===== config.mk =====
export PLATFORM = sky130hd
export DESIGN_NAME = rts_top
export DESIGN_NICKNAME = d
export VERILOG_FILES = /design/src/hdl/rts_pkg.sv /design/src/hdl/rts_top.sv
export SDC_FILE = /design/constraint.sdc
export NUM_CORES = 1
export LEC_CHECK = 0
export BUFFER_PORTS_ARGS = -buffer_cell sky130_fd_sc_hd__buf_2
export CAP_MARGIN = 20
export CORE_UTILIZATION = 30
export DETAILED_ROUTE_END_ITERATION = 8
export PLACE_DENSITY = 0.6
export SLEW_MARGIN = 20
export SYNTH_ARGS = -nofsm -noshare
export SYNTH_HDL_FRONTEND = slang
export SYNTH_SLANG_ARGS = --single-unit
export TNS_END_PERCENT = 100

===== constraint.sdc =====
create_clock -name clk_i -period 2.7 [get_ports clk_i]
set_clock_uncertainty 0.05 [all_clocks]
set_input_delay 0.135 -clock clk_i [delete_from_list [all_inputs] [get_ports clk_i]]
set_output_delay 0.135 -clock clk_i [all_outputs]
set_load 0.01 [all_outputs]

===== src/hdl/rts_pkg.sv =====
// Purpose: shared constants and types of the reset time-out sequencer
// Assumes: 40 MHz system clock, one oscillator tick pulse per period
// Notes:   register offsets are word indexes on an 8-bit port
package rts_pkg;

  // ==========================================================
  // timing
  localparam int CLK_MHZ      = 40;
  localparam int POWERUP_TIMER_TIME_US = 72000;
  localparam int POWERUP_TIMER_CYC     = POWERUP_TIMER_TIME_US * CLK_MHZ;
  localparam int OST_PERIODS  = 1024;
  localparam int POWERUP_TIMER_W       = 22;
  localparam int OST_W        = 11;
  localparam logic [OST_W-1:0] OST_LAST = OST_W'(OST_PERIODS - 1);

  // ==========================================================
  // oscillator modes
  localparam logic [1:0] OSC_LP = 2'h0;
  localparam logic [1:0] OSC_XT = 2'h1;
  localparam logic [1:0] OSC_HS = 2'h2;
  localparam logic [1:0] OSC_RC = 2'h3;

  // ==========================================================
  // program counter
  localparam logic [12:0] PC_RESET   = 13'h0000;
  localparam logic [12:0] PC_IRQ_VEC = 13'h0004;

  // ==========================================================
  // register map
  localparam logic [3:0] ADDR_PWR     = 4'h0;
  localparam logic [3:0] ADDR_STAT    = 4'h1;
  localparam logic [3:0] ADDR_IRQ_ST  = 4'h2;
  localparam logic [3:0] ADDR_IRQ_MSK = 4'h3;
  localparam logic [3:0] ADDR_STATE   = 4'h4;

  localparam int PWR_BOR_BIT = 0;
  localparam int PWR_POR_BIT = 1;
  localparam logic [1:0] PWR_RST = 2'h0;

  // status bits 7:3 kept here; index 1 timeout, index 0 powerdown
  localparam int STAT_TO_BIT = 1;
  localparam int STAT_PD_BIT = 0;
  localparam logic [4:0] STAT_POR  = 5'h03;
  localparam logic [4:0] STAT_MSLP = 5'h02;
  localparam logic [4:0] STAT_WDTR = 5'h01;

  localparam int EV_REL  = 0;
  localparam int EV_BOR  = 1;
  localparam int EV_WDT  = 2;
  localparam int EV_WAKE = 3;
  localparam logic [3:0] IRQ_RST = 4'h0;

  // ==========================================================
  // types
  typedef struct packed {
    logic osc_select_hi;
    logic osc_select_lo;
    logic powerup_timer_enable_n;
    logic brownout_detect_enable;
    logic global_irq_enable;
  } rts_cfg_type;

  typedef struct packed {
    logic por;
    logic brownout;
    logic wdt;
    logic irq_wake;
    logic sleep;
  } rts_evt_type;

  typedef struct packed {
    logic [3:0] addr;
    logic [7:0] wdata;
    logic       we;
    logic       re;
  } rts_bus_type;

  typedef enum logic [2:0] {
    ST_WAIT_POR, ST_RUN, ST_POWERUP_TIMER, ST_OST, ST_HOLD
  } rts_state_type;

endpackage


===== src/hdl/rts_top.sv =====
// Purpose: reset time-out sequencer with reset cause flags
// Assumes: all inputs but sys_rst_i synchronous to clk_i; osc_tick_i one pulse per
//          oscillator period
// Notes:   registers on a plain 8-bit port, read data one cycle later
//
// The register addresses and strobed register access were left to the implementer.
`timescale 1ns/1ps

// Notes on behaviour
// - two select bits pick low-power, crystal, high-speed or RC oscillator mode.
// - power-up runs power-up timer first, then start-up timer, then releases reset.
// - crystal power-up waits 72 ms plus 1024 periods, or 1024 if disabled.
// - RC power-up waits 72 ms when enabled, nothing when disabled, no counting.
// - brown-out waits 72 ms plus 1024 periods, 72 ms only in RC; wake waits 1024, RC none.
// - power-up and brown-out time-outs run regardless of clear pin; a low pin ends a wake time-out; late pin release starts at once.
// - brown-out flag is bit 0, cleared by brown-out, set by software.
// - brown-out flag is meaningless while brown-out detect is disabled.
// - power-on flag is bit 1, cleared by power-on (not by brown-out), set by software.
// - the four flags together encode which reset or wake-up occurred.
// - power-on reset sets timeout and powerdown flags.
// - clear pin in sleep gives timeout 1 powerdown 0; awake leaves them.
// - resets load program counter zero; wake-ups continue at counter plus one.
// - power-on gives status 0001 1xxx; brown-out clears only brown-out flag.
// - watchdog wake clears timeout and powerdown, other status bits kept.
// - interrupt wake with global enable set loads vector 0004h.
module rts_top
  import rts_pkg::*;
#(
  parameter int POWERUP_TIMER_CYCLES = rts_pkg::POWERUP_TIMER_CYC
) (
  input  wire logic                 clk_i,        // system clock
  input  wire logic                 sys_rst_i,    // async reset
  input  wire rts_pkg::rts_bus_type bus_i,        // register port
  output logic [7:0]                rdata_o,      // read data
  input  wire rts_pkg::rts_cfg_type cfg_i,        // configuration
  input  wire rts_pkg::rts_evt_type evt_i,        // reset sources
  input  wire logic                 master_clear_pin_n_i, // clear pin
  input  wire logic                 osc_tick_i,   // osc period
  input  wire logic [12:0]          pc_i,         // current pc
  output logic                      cpu_reset_o,  // core in reset
  output logic                      pc_load_o,    // pc load pulse
  output logic [12:0]               pc_value_o,   // pc load value
  output logic [4:0]                status_top_o, // status 7:3
  output logic [1:0]                pwr_status_o, // power status
  output logic                      irq_o         // interrupt
);
  import rts_pkg::*;

  localparam logic [POWERUP_TIMER_W-1:0] POWERUP_TIMER_LAST = POWERUP_TIMER_W'(POWERUP_TIMER_CYCLES - 1);

  // ==========================================================
  // state
  rts_state_type     state_reg;
  rts_state_type     state_next;
  logic [POWERUP_TIMER_W-1:0] powerup_timer_cnt_reg;
  logic [POWERUP_TIMER_W-1:0] powerup_timer_cnt_next;
  logic [OST_W-1:0]  ost_cnt_reg;
  logic [OST_W-1:0]  ost_cnt_next;
  logic              wake_reg;
  logic              wake_next;
  logic              wirq_reg;
  logic              wirq_next;
  logic              cpu_rst_reg;
  logic              cpu_rst_next;
  logic              pc_load_reg;
  logic              pc_load_next;
  logic [12:0]       pc_val_reg;
  logic [12:0]       pc_val_next;
  logic [1:0]        pwr_reg;
  logic [1:0]        pwr_next;
  logic [4:0]        stat_reg;
  logic [4:0]        stat_next;
  logic [3:0]        ist_reg;
  logic [3:0]        ist_next;
  logic [3:0]        msk_reg;
  logic [3:0]        msk_next;
  logic              irq_reg;
  logic              irq_next;
  logic [7:0]        rdata_reg;
  logic [7:0]        rdata_next;
  logic [3:0]        ev;

  logic       crystal;
  logic       master_clear_pin_low;
  logic       bor_ev;
  logic [1:0] osc_mode;

  assign osc_mode = {cfg_i.osc_select_hi, cfg_i.osc_select_lo};
  assign crystal  = (osc_mode != OSC_RC);
  assign master_clear_pin_low = ~master_clear_pin_n_i;
  assign bor_ev   = evt_i.brownout & cfg_i.brownout_detect_enable;

  // first timed phase: power-up timer, else start-up timer, else hold
  function automatic rts_state_type first_phase(input logic powerup_timer, input logic startup_timer);
    return powerup_timer ? ST_POWERUP_TIMER : (startup_timer ? ST_OST : ST_HOLD);
  endfunction

  // ==========================================================
  // next state
  always_comb begin
    state_next    = state_reg;
    powerup_timer_cnt_next = powerup_timer_cnt_reg;
    ost_cnt_next  = ost_cnt_reg;
    wake_next     = wake_reg;
    wirq_next     = wirq_reg;
    cpu_rst_next  = cpu_rst_reg;
    pc_load_next  = 1'b0;
    pc_val_next   = pc_val_reg;
    pwr_next      = pwr_reg;
    stat_next     = stat_reg;
    msk_next      = msk_reg;
    ist_next      = ist_reg;
    ev            = 4'h0;

    // software writes; hardware below overrides in the same cycle
    if (bus_i.we) begin
      case (bus_i.addr)
        ADDR_PWR: begin
          pwr_next = bus_i.wdata[1:0];
        end
        ADDR_STAT: begin
          stat_next = bus_i.wdata[7:3];
        end
        ADDR_IRQ_ST: begin
          ist_next = ist_reg & ~bus_i.wdata[3:0];
        end
        ADDR_IRQ_MSK: begin
          msk_next = bus_i.wdata[3:0];
        end
        default: begin
        end
      endcase
    end

    case (state_reg)
      ST_WAIT_POR: begin
      end
      ST_RUN: begin
        if (evt_i.wdt && evt_i.sleep) begin
          stat_next[STAT_TO_BIT] = 1'b0;
          stat_next[STAT_PD_BIT] = 1'b0;
          wake_next    = 1'b1;
          wirq_next    = 1'b0;
          ost_cnt_next = '0;
          state_next   = first_phase(1'b0, crystal);
          ev[EV_WAKE]  = 1'b1;
        end else if (evt_i.wdt) begin
          stat_next    = STAT_WDTR;
          cpu_rst_next = 1'b1;
          state_next   = ST_HOLD;
          ev[EV_WDT]   = 1'b1;
        end else if (evt_i.irq_wake && evt_i.sleep) begin
          stat_next[STAT_TO_BIT] = 1'b1;
          stat_next[STAT_PD_BIT] = 1'b0;
          wake_next    = 1'b1;
          wirq_next    = 1'b1;
          ost_cnt_next = '0;
          state_next   = first_phase(1'b0, crystal);
          ev[EV_WAKE]  = 1'b1;
        end
      end
      ST_POWERUP_TIMER: begin
        powerup_timer_cnt_next = POWERUP_TIMER_W'(powerup_timer_cnt_reg + 1'b1);
        if (powerup_timer_cnt_reg == POWERUP_TIMER_LAST) begin
          ost_cnt_next = '0;
          state_next   = crystal ? ST_OST : ST_HOLD;
        end
      end
      ST_OST: begin
        if (osc_tick_i) begin
          ost_cnt_next = OST_W'(ost_cnt_reg + 1'b1);
          if (ost_cnt_reg == OST_LAST) begin
            state_next = ST_HOLD;
          end
        end
      end
      ST_HOLD: begin
        if (wake_reg) begin
          pc_load_next = 1'b1;
          state_next   = ST_RUN;
          wake_next    = 1'b0;
          if (wirq_reg && cfg_i.global_irq_enable) begin
            pc_val_next = PC_IRQ_VEC;
          end else begin
            pc_val_next = pc_i + 13'h0001;
          end
        end else if (!master_clear_pin_low) begin
          cpu_rst_next = 1'b0;
          pc_load_next = 1'b1;
          pc_val_next  = PC_RESET;
          state_next   = ST_RUN;
          ev[EV_REL]   = 1'b1;
        end
      end
      default: begin
        state_next = ST_WAIT_POR;
      end
    endcase

    // reset sources, highest priority first
    if (evt_i.por) begin
      pwr_next[PWR_POR_BIT] = 1'b0;
      stat_next     = STAT_POR;
      cpu_rst_next  = 1'b1;
      wake_next     = 1'b0;
      pc_load_next  = 1'b0;
      powerup_timer_cnt_next = '0;
      ost_cnt_next  = '0;
      state_next    = first_phase(~cfg_i.powerup_timer_enable_n,
                                  crystal);
    end else if (bor_ev) begin
      pwr_next[PWR_BOR_BIT] = 1'b0;
      stat_next     = STAT_POR;
      cpu_rst_next  = 1'b1;
      wake_next     = 1'b0;
      pc_load_next  = 1'b0;
      powerup_timer_cnt_next = '0;
      ost_cnt_next  = '0;
      state_next    = ST_POWERUP_TIMER;
      ev            = 4'h0;
      ev[EV_BOR]    = 1'b1;
    end else if (master_clear_pin_low && (state_reg == ST_RUN || wake_reg)) begin
      if (evt_i.sleep || wake_reg) begin
        stat_next = STAT_MSLP;
      end else begin
        stat_next[4:2] = 3'h0;
      end
      cpu_rst_next = 1'b1;
      wake_next    = 1'b0;
      pc_load_next = 1'b0;
      state_next   = ST_HOLD;
      ev           = 4'h0;
    end

    ist_next = ist_next | ev;
    irq_next = |(ist_next & msk_next);

    rdata_next = 8'h00;
    if (bus_i.re) begin
      case (bus_i.addr)
        ADDR_PWR:     rdata_next = {6'h00, pwr_reg};
        ADDR_STAT:    rdata_next = {stat_reg, 3'h0};
        ADDR_IRQ_ST:  rdata_next = {4'h0, ist_reg};
        ADDR_IRQ_MSK: rdata_next = {4'h0, msk_reg};
        ADDR_STATE:   rdata_next = {3'h0, cpu_rst_reg, wake_reg,
                                    state_reg};
        default:      rdata_next = 8'h00;
      endcase
    end
  end

  // ==========================================================
  // registers
  always_ff @(posedge clk_i or posedge sys_rst_i) begin
    if (sys_rst_i) begin
      state_reg    <= ST_WAIT_POR;
      powerup_timer_cnt_reg <= '0;
      ost_cnt_reg  <= '0;
      wake_reg     <= 1'b0;
      wirq_reg     <= 1'b0;
      cpu_rst_reg  <= 1'b1;
      pc_load_reg  <= 1'b0;
      pc_val_reg   <= PC_RESET;
      pwr_reg      <= PWR_RST;
      stat_reg     <= STAT_POR;
      ist_reg      <= IRQ_RST;
      msk_reg      <= IRQ_RST;
      irq_reg      <= 1'b0;
      rdata_reg    <= 8'h00;
    end else begin
      state_reg    <= state_next;
      powerup_timer_cnt_reg <= powerup_timer_cnt_next;
      ost_cnt_reg  <= ost_cnt_next;
      wake_reg     <= wake_next;
      wirq_reg     <= wirq_next;
      cpu_rst_reg  <= cpu_rst_next;
      pc_load_reg  <= pc_load_next;
      pc_val_reg   <= pc_val_next;
      pwr_reg      <= pwr_next;
      stat_reg     <= stat_next;
      ist_reg      <= ist_next;
      msk_reg      <= msk_next;
      irq_reg      <= irq_next;
      rdata_reg    <= rdata_next;
    end
  end

  assign rdata_o      = rdata_reg;
  assign cpu_reset_o  = cpu_rst_reg;
  assign pc_load_o    = pc_load_reg;
  assign pc_value_o   = pc_val_reg;
  assign status_top_o = stat_reg;
  assign pwr_status_o = pwr_reg;
  assign irq_o        = irq_reg;

  logic quiet;
  assign quiet = ~evt_i.por & ~bor_ev;
endmodule


==> flow_summary.ini, run 1 <==
[run_status]
status = finished, final reports clean

[pwr]
total_power_w = 0.00326
ir_worst_vdd_v = 0.000314
p_leak_nw = 2.27
powerDensity_nw_per_um2 = 646

[detailed_routing]
wl_per_cell_um = 14.3
routed_wl_um = 10000
drt-initial-drc-count = 251
drc = 0
viasPerCell = 5.15
drt_pass1_iterations = 5
postRouteAntennaNets = 0
vias = 3600

[layout]
syn2layout_area_growth_pct = 20.6
antenna_cells = 0
largest_reg_flops = 22
nNetsFinal = 562
final_core_util = 0.376
drive_gt1_frac = 0.228

[critical_path]
slowest_stage = dfrtp_1
arrival_ns = 2.33
crit_path_start_kind = flop
r2r_setup_slack_ns = 0.53
crit_path_end_kind = flop
critPathBufInv = 0
crit_family = simple AND/OR/NAND/NOR gates
crit_fanout = 13
crit_type = flop to flop
slowest_delay_ns = 0.56
required_ns = 2.86
crit_chain = or3b_1 -> a211o_1 -> o221ai_2 -> or2_1 -> o21ai_0

[timing]
tns_ns = 0
max_clock_freq_mhz = 461
hold_violations = 0
rsz0062_at_grt = false
worstMarginPinSlew_ns = 0.618
final_max_slew_viol_count = 0
period_minus_slack_ns = 2.17
finalCritPeriodShare = 0.803
setup_violations = 0
slew_headroom = 0.582
holdWs_ns = 0.0137

[global_route]
grt_max_degree = 78
grtUsageTotal = 0.148
grt_pass1_vias = 3525
grt_overflow = 0
antenna_found_initial = 0
grt_pass1_wl_um = 17000

[clocking]
cts_inserted_buffers = 9
hold_buffers = 2
cts-resized-gates = 0
clkSinkCount = 77
post-cts-setup-buffers = 0
cts_buffer_depth = 2
cts_tree = built
htreeDepth = 3
clk_latency_ns = 0.34
clk_pin_slew_ns = 0.06
clockRootBuffer = clkbuf_16

[place]
gp_congestion = 0.870
portBuffers = 71
dp_hpwl_um = 7180

[logic_synthesis]
netlist_area_um2 = 4180
synth_area_per_cell_um2 = 9.37
ys_seq_elements = 77
synth_edf_count = 0
yosysSeqAreaShare = 0.462
netlist-cell-type-count = 65
synthesis.nets = 490
yosysWarnings = 0
synthArstFlopShare = 1.00
synthCells = 446
synth_top_flop_cell = dfrtp_1

[die]
die_x_um = 120
rows = 42
coreArea_um2 = 13400
die_h_um = 120
boundaryPins = 72
start_util = 0.312
die-area_um2 = 14400

[worst_hold_path]
hp-class = primary input to flop

[job]
cap_violations = 0
-- worst register-to-register path: cells and delay by family, from the launching register on --
family,cells,cell delay (ns)
DFF,1,0.56
AOI/OAI and AO/OA,3,0.52
and+or+nand+nor,2,0.91
-- layer usage --
layer | routed length, um | track usage | share of wire
met1 | 4740 | 0.197 | 0.47
met2 | 4670 | 0.237 | 0.47
met3 | 448 | 0.0271 | 0.045
met4 | 145 | 0.0563 | 0.014
met5 | 0 | 0 | 0
-- cells by family after synthesis --
kind of cell / Yosys count / share of synthesized area
and+or+nand+nor: 195 / 0.251
AOI/OAI and AO/OA: 101 / 0.161
DFF: 77 / 0.462
buffers and inverters: 33 / 0.0353
xor gates and xnor gates: 29 / 0.0608
muxes: 8 / 0.0204
adders and majority gates: 3 / 0.00898
-- metrics by stage --
stage          instance area, um^2  std cells  setup slack [ns]
3_5_place_dp                  4730        681             0.564
5_1_grt                       5040        699             0.387
3_3_place_gp                  4730        681             0.636
6_report                      5040        699             0.532
4_1_cts                       5040        699             0.540
2_1_floorplan                 4180        446             0.553
-- area by class of cell --
| type | count | area [um^2] |
|---|---|---|
| clock buffer | 11 | 253 |
| clock inverter | 5 | 33.8 |
| fill | 1376 | 8360 |
| inverter | 12 | 45.0 |
| multi-input combinational | 336 | 2100 |
| sequential | 77 | 1930 |
| tap | 176 | 220 |
| timing repair buffer | 82 | 455 |
-- path summary, 6_finish.rpt --
path,startpoint,to,cells past startpoint
worst max-delay path,state_reg[2],ost_cnt_reg[0],5
worst min-delay path,bus_i[7],status_top_o[2],3
worst max register to register,state_reg[2],ost_cnt_reg[0],5
worst min register to register,pc_value_o[11],pc_value_o[11],2
max in group asynchronous,sys_rst_i,status_top_o[1],4
min in group asynchronous,sys_rst_i,pc_value_o[1],4
-- cells in the final DEF, fill, tap and decap left out, types with 11 or more instances in the layout --
| cell type | count |
|---|---|
| xnor2_1 | 17 |
| xor2_1 | 12 |
| and3_1 | 14 |
| buf_2 | 71 |
| o21ai_0 | 28 |
| nand3_1 | 26 |
| inv_1 | 11 |
| nor2_1 | 42 |
| o31ai_1 | 11 |
| nand2_1 | 51 |
| nor3_1 | 13 |
| dfrtp_1 | 74 |
| a21oi_1 | 19 |
-- synthesized netlist by cell type, types with 3 or more instances --
library cell,number,share of area
a211oi_1,3,0.0054
a21o_1,4,0.0072
a21oi_1,19,0.023
a22oi_1,3,0.0054
a2bb2oi_1,3,0.0063
a31oi_1,5,0.0075
a32oi_1,5,0.010
and2_1,4,0.0060
and3_1,14,0.021
buf_2,7,0.0084
clkbuf_1,10,0.0090
dfrtp_1,74,0.44
dfstp_2,3,0.019
ha_1,3,0.0090
inv_1,12,0.011
mux2_2,4,0.011
mux2i_1,4,0.0096
nand2_1,51,0.046
nand3_1,26,0.031
nand3b_1,3,0.0054
nand4_1,7,0.010
nor2_1,42,0.038
nor2b_1,7,0.010
nor3_1,13,0.016
o211ai_1,3,0.0054
o21ai_0,28,0.034
o31ai_1,11,0.020
or3_1,5,0.0075
xnor2_1,17,0.036
xor2_1,12,0.025
-- power by group --
| group | total (W) | switching (W) | internal, W |
|---|---|---|---|
| Sequential | 0.00139 | 0.000130 | 0.00126 |
| Clock | 0.00117 | 0.000493 | 0.000673 |
| Combinational | 0.000703 | 0.000408 | 0.000296 |
| Total | 0.00326 | 0.00103 | 0.00223 |
No activity file was read; power rests on OpenSTA's default activity.
==> inputs of run 2 (changes only) <==
- ABC_AREA: not set -> 1
- PLACE_DENSITY: 0.6 -> 0.61
- clock period: 2.7 -> 1.9 ns (I/O delays scaled with it)
==> run 2 against run 1 <==
Global-route usage grew 1.4 points; critical path depth increased by 3; cell area increased by 11%; highest routed layer unchanged.
==> flow_summary.ini, run 2 <==
[layout]
layout_common_cells = 160 x nand2_1, 74 x dfrtp_1, 71 x inv_1, 71 x buf_2, 68 x nor2_1
antenna_cells = 0
multi_input_area_um2 = 2170
final_common_cell = nand2_1
nNetsFinal = 750
post_layout_nonfiller_instances = 895
fillerInstances = 1473
drive_gt1_frac = 0.211
largest_reg_flops = 22
final-seq-area_um2 = 1930
syn2layout_area_growth_pct = 26.3

[logic_synthesis]
yosysSeqAreaShare = 0.437
synthArstFlopShare = 1.00
synth_top_area_frac = 0.419
yosysTopAreaCell = dfrtp_1
synthMuxAreaShare = 0
netlist_area_um2 = 4420
synth_area_per_cell_um2 = 7.36
synth-simple-area-share = 0.343
synthesis.nets = 645
yosys.area_share.adder = 0.00849
yosysWarnings = 0
synth-compound-area-share = 0.125
ys_top_cells_by_count = 160 x nand2_1, 74 x dfrtp_1, 74 x inv_1
synthCells = 601
synth_area_leaders = dfrtp_1 42%, nand2_1 14%, nand3_1 6.5%, inv_1 6.3%, nor2_1 5.8%
synth_top_flop_cell = dfrtp_1
yosys.area_share.xor_xnor = 0.00990
synth_most_common_cell = nand2_1
ys_seq_elements = 77
netlist-cell-type-count = 46
synth_edf_count = 0
synth_top_family_by_area = simple AND/OR/NAND/NOR gates

[detailed_routing]
routed_wl_um = 11600
vias = 4224
postRouteAntennaNets = 0
viasPerCell = 4.72
drt-initial-drc-count = 298
drc = 0
drt_pass1_iterations = 4
wl_per_cell_um = 12.9

[timing]
rsz0062_at_grt = false
hold_violations = 0
holdWs_ns = 0.0113
final_max_slew_viol_count = 0
tns_ns = 0
finalCritPeriodShare = 0.916
setup_violations = 0
period_minus_slack_ns = 1.74
fin_ws_ns = 0.160
slew_headroom = 0.650
max_clock_freq_mhz = 575
worstMarginPinSlew_ns = 0.525

[global_route]
grt_pass1_vias = 3854
gr-usage-met1 = 0.225
grt_max_degree = 40
antenna_found_initial = 0
grt_overflow = 0
grtUsageTotal = 0.162
gr-usage-met2 = 0.245
grt_busiest_layer = met2
grt_use_met3 = 0.0383
grt_pass1_wl_um = 19200

[critical_path]
crit_path_start_kind = flop
crit_fanout = 9
required_ns = 2.11
crit_path_end_kind = flop
crit_type = flop to flop
arrival_ns = 1.95

[run_status]
status = finished, final reports clean

[clocking]
cts_inserted_buffers = 9
cts_buffer_depth = 2
clk_latency_ns = 0.34
clockRootBuffer = clkbuf_16
htreeDepth = 3
clkSinkCount = 77
cts_tree = built
clk_pin_slew_ns = 0.06

[job]
cap_violations = 0

[place]
dpl_worst_slack_ns = 0.159
dp.cells = 867
gp_congestion = 0.872
dp_hpwl_um = 8670
portBuffers = 71

[pwr]
ir_worst_vdd_v = 0.000499
powerDensity_nw_per_um2 = 957
power_frac_clock = 0.351
p_leak_nw = 2.75
p_sw_w = 0.00177
power_frac_comb = 0.270
sw_frac_of_total = 0.331
p_int_w = 0.00358
p_seq_frac = 0.378

[die]
die_h_um = 123
die_x_um = 123
rows = 44
boundaryPins = 72
coreArea_um2 = 14500
start_util = 0.305
die-area_um2 = 15200

[worst_hold_path]
hp-class = primary input to flop
run 2: cell families after synthesis:
| family | after synthesis |
|---|---|
| XOR/XNOR | 5 |
| flip-flops | 77 |
| adder cells (fa/ha/maj) | 3 |
| AND/OR/NAND/NOR | 340 |
| AO/OA/AOI/OAI | 88 |
| buffers and inverters | 88 |
run 2: timing repair:
item / CTS / global route
resized for setup: 0 / 6
endpoints found under the setup margin: 0 / 14
hold buffers: 11 / 0
hold endpoints to repair: 85 / 0
setup buffers: 0 / 1
run 2: power by group through the flow:
stage | registers [W] | logic, W | clock network (W)
floorplan | 0.00206 | 0.000870 | 0
global placement | 0.00205 | 0.00140 | 0
detailed placement | 0.00204 | 0.00141 | 0
CTS | 0.00202 | 0.00144 | 0.00191
global route | 0.00205 | 0.00162 | 0.00198
finish | 0.00202 | 0.00145 | 0.00188
run 2: final timing paths:
path	slack (ns)	to	depth (start not counted)	start
setup / recovery	0.16	status_top_o[3]	8	state_reg[1]
hold / removal	0.01	pc_value_o[8]	3	pc_i[8]
setup reg to reg	0.16	status_top_o[3]	8	state_reg[1]
hold reg to reg	0.43	pc_value_o[3]	2	pc_value_o[3]
max in group asynchronous	1.01	pc_value_o[5]	4	sys_rst_i
min in group asynchronous	0.40	powerup_timer_cnt_reg[4]	4	sys_rst_i
run 2: stage by stage:
step	utilization	power, W	area (um^2)
4_1_cts	0.384	0.00537	5560
3_3_place_gp	0.354	0.00344	5120
6_report	0.386	0.00535	5590
5_1_grt	0.386	0.00565	5590
2_1_floorplan	-	0.00293	4430
3_5_place_dp	0.354	0.00345	5120
run 2: cell type report:
class	count	area share
clock inverters	6	0.0155
repair buffers	101	0.111
flip-flops and latches	77	0.346
multi-input cells	436	0.388
clock buffers	10	0.0428
well taps	184	0.0412
inverters	81	0.0556
run 2: routing by layer:
layer  wire length (um)  share of wire  vias up
met5                  0              0        -
met4                150          0.013        0
met3                529          0.046       12
met2               5260           0.45      102
met1               5630           0.49     1920
li1                   -              -     2190
run 2: worst max-delay path: stages, from the launching register on:
cell     delay (ns)
dfrtp_1        0.49
inv_2          0.10
nand3_4        0.13
nand2_2        0.09
nand2_2        0.13
nand2_1        0.15
nor2_1         0.26
inv_1          0.12
a21oi_1        0.14
